$ cat src/include/sac_pkg.sv
/*
  Constants, command codes and state type for the SRAM auto-step controller.
  Assumes a single 25 MHz system clock and a host that drives command and data pins.
*/
// Behaviour
// RQ1 - Reset waits in configuration, stores 4-bit program
// RQ2 - After capture, move to run state
// RQ3 - Capture low four data bits on strobe
// RQ4 - Run decodes command: latch, read or write
// RQ5 - Low latch loads address bits 7..0
// RQ6 - High latch loads 15..8, clears top three
// RQ7 - Read requests SRAM, then steps per read config
// RQ8 - Write requests SRAM, then steps per write config
// RQ9 - One 19-bit counter is address and stepper
// RQ10 - SRAM controls combinational from command lines, clock
// RQ11 - Run state held until reset
// RQ12 - State and counter clocked by system clock
// RQ13 - Codes: 00 write, 01 read, 10 low, 11 high
// RQ14 - Separate read/write sign and one-bit step size
// RQ15 - Reset clears counter, config, forces configuration
// RQ16 - Step is exactly one, wraps modulo 2^19
package sac_pkg;

  // ----------------------------------------------------------------
  // Widths
  // ----------------------------------------------------------------
  localparam int ADDR_W = 19;
  localparam int DATA_W = 8;
  localparam int CFG_W = 4;
  localparam int FIFO_DEPTH = 8;

  // ----------------------------------------------------------------
  // Command codes {cmd_bit_high, cmd_bit_low}
  // ----------------------------------------------------------------
  localparam logic [1:0] CMD_WRITE = 2'h0;
  localparam logic [1:0] CMD_READ = 2'h1;
  localparam logic [1:0] CMD_LOAD_LOW = 2'h2;
  localparam logic [1:0] CMD_LOAD_HIGH = 2'h3;

  // ----------------------------------------------------------------
  // Configuration bit positions
  // ----------------------------------------------------------------
  localparam int CFG_WRITE_STEP_SIZE = 0;
  localparam int CFG_WRITE_STEP_SIGN = 1;
  localparam int CFG_READ_STEP_SIZE = 2;
  localparam int CFG_READ_STEP_SIGN = 3;

  // ----------------------------------------------------------------
  // Reset values
  // ----------------------------------------------------------------
  localparam logic [ADDR_W-1:0] ADDR_RESET = 19'h00000;
  localparam logic [CFG_W-1:0] CFG_RESET = 4'h0;

  typedef enum logic [0:0] {
    SAC_CONFIG,
    SAC_RUN
  } sac_state_t;

endpackage

$ cat src/rtl/sac_fifo.sv
/*
  Parameterised synchronous FIFO with valid/ready on both sides.
  Assumes one clock and an asynchronous active-high reset.
*/
`timescale 1ns/1ns
module sac_fifo #(
  parameter int WIDTH = 8,
  parameter int DEPTH = 8
) (
  // Clock and reset
  input wire logic clock_i,
  input wire logic rst_i,
  // Fill side
  input wire logic in_valid_i,
  output logic in_ready_o,
  input wire logic [WIDTH-1:0] in_data_i,
  // Drain side
  output logic out_valid_o,
  input wire logic out_ready_i,
  output logic [WIDTH-1:0] out_data_o
);
  localparam int PW = $clog2(DEPTH);

  logic [WIDTH-1:0] mem [DEPTH];
  logic [PW-1:0] wr_ptr;
  logic [PW-1:0] rd_ptr;
  logic [PW:0] count;
  logic push;
  logic pop;

  assign in_ready_o = (count != DEPTH[PW:0]);
  assign out_valid_o = (count != '0);
  assign push = in_valid_i && in_ready_o;
  assign pop = out_valid_o && out_ready_i;
  assign out_data_o = mem[rd_ptr];

  always_ff @(posedge clock_i) begin
    if (push) begin
      mem[wr_ptr] <= in_data_i;
    end
  end

  always_ff @(posedge clock_i or posedge rst_i) begin
    if (rst_i) begin
      wr_ptr <= '0;
      rd_ptr <= '0;
      count <= '0;
    end else begin
      if (push) begin
        wr_ptr <= (wr_ptr == PW'(DEPTH - 1)) ? '0 : wr_ptr + 1'b1;
      end
      if (pop) begin
        rd_ptr <= (rd_ptr == PW'(DEPTH - 1)) ? '0 : rd_ptr + 1'b1;
      end
      if (push && !pop) begin
        count <= count + 1'b1;
      end else if (pop && !push) begin
        count <= count - 1'b1;
      end
    end
  end
endmodule

$ cat src/rtl/sac_sync.sv
/*
  Two-flop synchroniser for a bundle of pin inputs.
  Assumes asynchronous pins; the first stage feeds only the second.
*/
`timescale 1ns/1ns
module sac_sync #(
  parameter int WIDTH = 1
) (
  // Clock and reset
  input wire logic clock_i,
  input wire logic rst_i,
  // Data
  input wire logic [WIDTH-1:0] async_i,
  output logic [WIDTH-1:0] sync_o
);
  logic [WIDTH-1:0] stage1;

  always_ff @(posedge clock_i or posedge rst_i) begin
    if (rst_i) begin
      stage1 <= '0;
      sync_o <= '0;
    end else begin
      stage1 <= async_i;
      sync_o <= stage1;
    end
  end
endmodule

$ cat src/rtl/sac_controller.sv
/*
  SRAM controller with a configuration program and a post-stepping 19-bit address counter.
  Host command and data pins are synchronised; write bytes pass an 8-word FIFO before the
  SRAM port; the SRAM side may stall the FIFO, which back-pressures the host through
  host_ready_o.
*/
`timescale 1ns/1ns
module sac_controller
  import sac_pkg::*;
#(
  parameter int FIFO_DEPTH_P = sac_pkg::FIFO_DEPTH
) (
  // Clock and reset
  input wire logic clock_i,
  input wire logic rst_i,
  // Host command pins
  input wire logic cmd_bit_low_i,
  input wire logic cmd_bit_high_i,
  input wire logic cmd_strobe_i,
  input wire logic [sac_pkg::DATA_W-1:0] host_data_i,
  output logic host_ready_o,
  // SRAM combinational controls
  output logic sram_cs_n_o,
  output logic cmd_bit_low_n_o,
  output logic cmd_bit_high_n_o,
  // SRAM request port
  output logic [sac_pkg::ADDR_W-1:0] sram_addr_o,
  output logic sram_write_valid_o,
  output logic [sac_pkg::DATA_W-1:0] sram_write_data_o,
  input wire logic sram_write_ready_i,
  output logic sram_read_req_o,
  // Status
  output logic run_o,
  output logic [sac_pkg::CFG_W-1:0] config_o
);
  import sac_pkg::*;

  // ----------------------------------------------------------------
  // Pin synchronisation
  // ----------------------------------------------------------------
  logic [DATA_W+2:0] pins_sync;
  logic cmd_low;
  logic cmd_high;
  logic strobe;
  logic [DATA_W-1:0] data;
  logic [1:0] cmd;

  sac_sync #(
    .WIDTH(DATA_W + 3)
  ) u_sync (
    .clock_i(clock_i),
    .rst_i(rst_i),
    .async_i({cmd_strobe_i, cmd_bit_high_i, cmd_bit_low_i, host_data_i}),
    .sync_o(pins_sync)
  );

  assign data = pins_sync[DATA_W-1:0];
  assign cmd_low = pins_sync[DATA_W];
  assign cmd_high = pins_sync[DATA_W+1];
  assign strobe = pins_sync[DATA_W+2];
  assign cmd = {cmd_high, cmd_low};

  // ----------------------------------------------------------------
  // SRAM control gating
  // ----------------------------------------------------------------
  // Raw pins and clock, unregistered, so the SRAM sees no added delay
  assign sram_cs_n_o = ~(~cmd_bit_high_i & ~clock_i); // RQ10
  assign cmd_bit_low_n_o = ~cmd_bit_low_i; // RQ10
  assign cmd_bit_high_n_o = ~cmd_bit_high_i; // RQ10

  // ----------------------------------------------------------------
  // State and configuration
  // ----------------------------------------------------------------
  sac_state_t state;
  logic [CFG_W-1:0] config_bits;
  logic take;

  // Write commands wait while the FIFO is full
  logic fifo_in_ready;
  assign take = strobe && !(cmd == CMD_WRITE && state == SAC_RUN && !fifo_in_ready);
  assign host_ready_o = fifo_in_ready;

  always_ff @(posedge clock_i or posedge rst_i) begin // RQ12
    if (rst_i) begin
      state <= SAC_CONFIG; // RQ15
    end else begin
      case (state)
        SAC_CONFIG: begin
          if (take && cmd == CMD_WRITE) begin // RQ13
            state <= SAC_RUN; // RQ2
          end
        end
        SAC_RUN: begin
          state <= SAC_RUN; // RQ11
        end
        default: begin
          state <= SAC_CONFIG;
        end
      endcase
    end
  end

  always_ff @(posedge clock_i or posedge rst_i) begin
    if (rst_i) begin
      config_bits <= CFG_RESET; // RQ15
    end else if (state == SAC_CONFIG && take && cmd == CMD_WRITE) begin // RQ1
      config_bits <= data[CFG_W-1:0]; // RQ3
    end
  end

  assign run_o = (state == SAC_RUN);
  assign config_o = config_bits;

  // ----------------------------------------------------------------
  // Address counter
  // ----------------------------------------------------------------
  logic [ADDR_W-1:0] addr;
  logic [ADDR_W-1:0] next_addr;

  function automatic logic [ADDR_W-1:0] step_addr(
    input logic [ADDR_W-1:0] a,
    input logic sign,
    input logic size
  );
    if (!size) begin
      step_addr = a;
    end else if (sign) begin
      step_addr = a + 19'h00001; // RQ16
    end else begin
      step_addr = a - 19'h00001; // RQ16
    end
  endfunction

  always_comb begin
    next_addr = addr;
    if (state == SAC_RUN && take) begin
      case (cmd) // RQ4
        CMD_LOAD_LOW: begin
          next_addr = {addr[ADDR_W-1:DATA_W], data}; // RQ5
        end
        CMD_LOAD_HIGH: begin
          next_addr = {3'h0, data, addr[DATA_W-1:0]}; // RQ6
        end
        CMD_READ: begin
          next_addr = step_addr(addr, config_bits[CFG_READ_STEP_SIGN],
                                config_bits[CFG_READ_STEP_SIZE]); // RQ7 RQ14
        end
        CMD_WRITE: begin
          next_addr = step_addr(addr, config_bits[CFG_WRITE_STEP_SIGN],
                                config_bits[CFG_WRITE_STEP_SIZE]); // RQ8 RQ14
        end
        default: begin
          next_addr = addr;
        end
      endcase
    end
  end

  always_ff @(posedge clock_i or posedge rst_i) begin // RQ9 RQ12
    if (rst_i) begin
      addr <= ADDR_RESET; // RQ15
    end else begin
      addr <= next_addr;
    end
  end

  // ----------------------------------------------------------------
  // Read request
  // ----------------------------------------------------------------
  logic [ADDR_W-1:0] read_addr;

  always_ff @(posedge clock_i or posedge rst_i) begin
    if (rst_i) begin
      sram_read_req_o <= 1'b0;
      read_addr <= ADDR_RESET;
    end else begin
      sram_read_req_o <= state == SAC_RUN && take && cmd == CMD_READ; // RQ7
      if (state == SAC_RUN && take && cmd == CMD_READ) begin
        read_addr <= addr;
      end
    end
  end

  // ----------------------------------------------------------------
  // Write path through FIFO
  // ----------------------------------------------------------------
  logic [ADDR_W+DATA_W-1:0] fifo_out;
  logic fifo_in_valid;

  assign fifo_in_valid = state == SAC_RUN && strobe && cmd == CMD_WRITE; // RQ8

  sac_fifo #(
    .WIDTH(ADDR_W + DATA_W),
    .DEPTH(FIFO_DEPTH_P)
  ) u_fifo (
    .clock_i(clock_i),
    .rst_i(rst_i),
    .in_valid_i(fifo_in_valid),
    .in_ready_o(fifo_in_ready),
    .in_data_i({addr, data}),
    .out_valid_o(sram_write_valid_o),
    .out_ready_i(sram_write_ready_i),
    .out_data_o(fifo_out)
  );

  assign sram_write_data_o = fifo_out[DATA_W-1:0];
  assign sram_addr_o = sram_write_valid_o ? fifo_out[ADDR_W+DATA_W-1:DATA_W] : read_addr;
endmodule

$ cat config.mk
export PLATFORM = sky130hd
export DESIGN_NAME = sac_controller
export DESIGN_NICKNAME = d
export VERILOG_FILES = /design/src/include/sac_pkg.sv /design/src/rtl/sac_fifo.sv /design/src/rtl/sac_sync.sv /design/src/rtl/sac_controller.sv
export SDC_FILE = /design/constraint.sdc
export NUM_CORES = 1
export LEC_CHECK = 0
export ABC_AREA = 1
export BUFFER_PORTS_ARGS = -buffer_cell sky130_fd_sc_hd__buf_2
export CORE_ASPECT_RATIO = 2
export CORE_MARGIN = 5
export CORE_UTILIZATION = 55
export DETAILED_ROUTE_END_ITERATION = 7
export GPL_ROUTABILITY_DRIVEN = 0
export PLACE_DENSITY = 0.72
export SLEW_MARGIN = 30
export SYNTH_ARGS = -nofsm -noshare
export SYNTH_HDL_FRONTEND = slang
export SYNTH_SLANG_ARGS = --single-unit
$ cat constraint.sdc
create_clock -name clock_i -period 9.7 [get_ports clock_i]
set_clock_uncertainty 0.15 [all_clocks]
set_input_delay 0 -clock clock_i [delete_from_list [all_inputs] [get_ports clock_i]]
set_output_delay 0 -clock clock_i [all_outputs]
set_load 0.01 [all_outputs]
==> results.yml <==
layout:
  antenna_cells: 0
  utilization_pct: 62.9
  fin_nets: 1228
  final_common_cell: "edfxtp_1"
  syn_to_final_growth_pct: 13.3
  final_cell_mix: "216 x edfxtp_1, 177 x nor2_1, 170 x o21ai_0"
  layout-drive-gt1-share_pct: 13.4
  fin_cells: 1501
  fillers: 1799
routing:
  drt-total-wl_um: 31500
  antenna_left: 0
  route.detailed.wl_per_inst_um: 21.0
  drc: 0
  first_iter_violations: 707
  routed-via-count: 9047
  viasPerCell: 6.03
  first_pass_iters: 5
power_and_ir_drop:
  p_leak_nw: 5.29
  vdd_drop_max_mv: 0.216
  p_per_area_nw_per_um2: 285
  pwr-share-clk_pct: 25.7
  switching_share_pct: 36.9
  pwr-share-comb_pct: 31.8
  p_switching_mw: 1.50
  internal-power_mw: 2.56
  pwr-share-seq_pct: 42.6
status:
  status: "finished, final reports clean"
global_routing:
  grt_pass1_vias: 9087
  grt_overflow_total: 0
  antenna_found_initial: 0
  grt_max_degree: 111
  grt_pass1_wl_um: 49200
  grt_usage_pct: 24.8
synth:
  yosysSeqAreaShare_pct: 66.8
  syn_avg_cell_area_sq_um: 11.0
  synthesis.area_sq_um: 12600
  synthCells: 1137
  syn_nets: 1161
  async_flop_share_pct: 26.0
  synth.distinct_cells: 44
  synth_edf_count: 216
  ys_ff_latch: 292
  synthFlopType: "edfxtp_1"
  yosysWarnings: 0
sta:
  slew_viol_final: 0
  tightest_slew_ns: 0.865
  finalSetupTns_ns: 0
  hold_violations: 0
  setup_viol: 0
  slew_headroom_pct: 42.2
  rsz0062_at_grt: "no"
placement:
  dp_hpwl_um: 19000
  place_inst: 1430
  numPortBuffers: 51
clocking:
  cts_tree: "yes"
  hold_buffers: 25
  cts_setup_buffers: 0
  ctsResizeCount: 0
  clk_pin_slew_ns: 0.07
  worstSkewPairLatency_ns: 0.65
critical_path:
  r2r_start: "u_sync.sync_o[9]"
  reg2reg_depth: 14
  start_kind: "clock port"
  worst_ep_required_time_ns: 9.55
  criticalPathCategory: "clock port to output pin"
  rrSetupSlack_ns: 7.03
  crit_arrival_ns: 5.52
  end_kind: "output pin"
  path_max_fanout: 2
  worst_r2r_endpoint: "u_fifo.count[3]"
floorplanning:
  fp.dieW_um: 117
  rows: 78
  start_util_pct: 55.5
  core_sq_um: 22600
  io_pins: 52
  dieHeight_um: 224
  die-area_sq_um: 26100
hold_path:
  hp-class: "input port to asynchronous set/reset pin"
job:
  cap_violations: 0
-- cells in the mapped netlist (2+ instances only) --
library cell | number | area, sq um
nand3_1 | 39 | 195
buf_2 | 12 | 60.1
a31oi_1 | 9 | 56.3
nand4_1 | 9 | 56.3
clkbuf_2 | 2 | 10.0
clkbuf_1 | 38 | 143
inv_2 | 11 | 41.3
o21ai_0 | 170 | 851
nor3_1 | 10 | 50.1
o22ai_1 | 23 | 144
clkinv_1 | 3 | 11.3
nand3_2 | 5 | 50.1
ha_1 | 9 | 113
inv_1 | 74 | 278
edfxtp_1 | 216 | 6490
nor2_1 | 184 | 691
nand2_2 | 7 | 43.8
nand4_4 | 2 | 42.5
a22oi_1 | 2 | 15.0
o211ai_1 | 17 | 128
a21oi_1 | 21 | 105
nor2_2 | 5 | 31.3
or2_2 | 2 | 12.5
xor2_1 | 4 | 35.0
o21ai_1 | 11 | 55.1
buf_4 | 3 | 22.5
xnor2_1 | 4 | 35.0
nor2_4 | 5 | 56.3
o2111ai_1 | 2 | 17.5
dfrtp_1 | 76 | 1900
o221ai_1 | 26 | 228
nand2_1 | 124 | 465
-- routing by layer --
| metal | vias to the layer above | wire length, um | global-route usage (%) |
|---|---|---|---|
| met1 | 4400 | 11400 | 30.2 |
| met4 | 0 | 1770 | 13.1 |
| met2 | 384 | 16300 | 42.3 |
| met5 | - | 0 | 0 |
| li1 | 4141 | - | - |
| met3 | 122 | 2060 | 3.33 |
-- power groups by stage --
| stage | registers [mW] | clock network [mW] | logic (mW) |
|---|---|---|---|
| 4_1_cts | 1.72 | 1.05 | 1.29 |
| 5_1_grt | 1.75 | 1.10 | 1.43 |
| 3_3_place_gp | 1.74 | 0.00505 | 1.25 |
| 6_report | 1.72 | 1.04 | 1.29 |
| 3_5_place_dp | 1.75 | 0.00505 | 1.28 |
| 2_1_floorplan | 1.66 | 0.00330 | 0.904 |
-- worst max path at each step --
| stage | depth (start not counted) | slack [ns] | startpoint | to |
|---|---|---|---|---|
| finish | 4 | 4.03 | clock_i | sram_cs_n_o |
| global route | 4 | 4.02 | clock_i | sram_cs_n_o |
| CTS | 4 | 4.03 | clock_i | sram_cs_n_o |
| detailed placement | 2 | 4.30 | clock_i | sram_cs_n_o |
| global placement | 2 | 4.30 | clock_i | sram_cs_n_o |
| floorplan | 1 | 4.39 | clock_i | sram_cs_n_o |
-- metrics by stage --
stage	setup slack, ns	power [mW]	hold WS, ns	area (sq um)
after detailed placement	4.30	3.03	-0.292	13100
after CTS	4.03	4.06	0.141	14200
after global placement	4.30	2.99	-0.297	13100
final	4.03	4.05	0.177	14200
after floorplan	4.39	2.57	-0.119	12600
after global routing	4.02	4.28	0.183	14200
-- kinds of logic (layout without fill, tap and decap cells) --
| logic type | after synthesis | count (layout) | synth area share (%) |
|---|---|---|---|
| buf+inv | 144 | 228 | 4.59 |
| flops | 292 | 292 | 66.8 |
| simple gates | 396 | 396 | 13.8 |
| compound gates | 286 | 286 | 13.1 |
| mux | 1 | 1 | 0.0896 |
| xor+xnor | 8 | 8 | 0.558 |
| fa+ha+maj | 10 | 10 | 1.06 |
-- worst max-delay path, stage by stage --
cell and delay [ns]:
clkbuf_16 0.12, clkbuf_16 0.13, or2_2 0.28, buf_2 0.14
-- flip-flops by register name, indices dropped and copies added, names as in the netlist --
register and cells:
u_fifo.mem 216, u_fifo.count 4, u_sync.sync_o 11, run_o 1, u_sync.stage1 11, read_addr 19
u_fifo.wr_ptr 3, config_o 4, addr 19, sram_read_req_o 1, u_fifo.rd_ptr 3
-- final cells by class --
cell class	instances	area, sq um	share of cell area, %
clock inverters	8	71.3	0.501
repair buffers	93	659	4.63
clock buffers	39	805	5.65
well taps	280	350	2.46
inverters	88	332	2.33
flip-flops and latches	292	8390	58.9
multi-input cells	701	3630	25.5
Power figures use the tool's default switching activity.
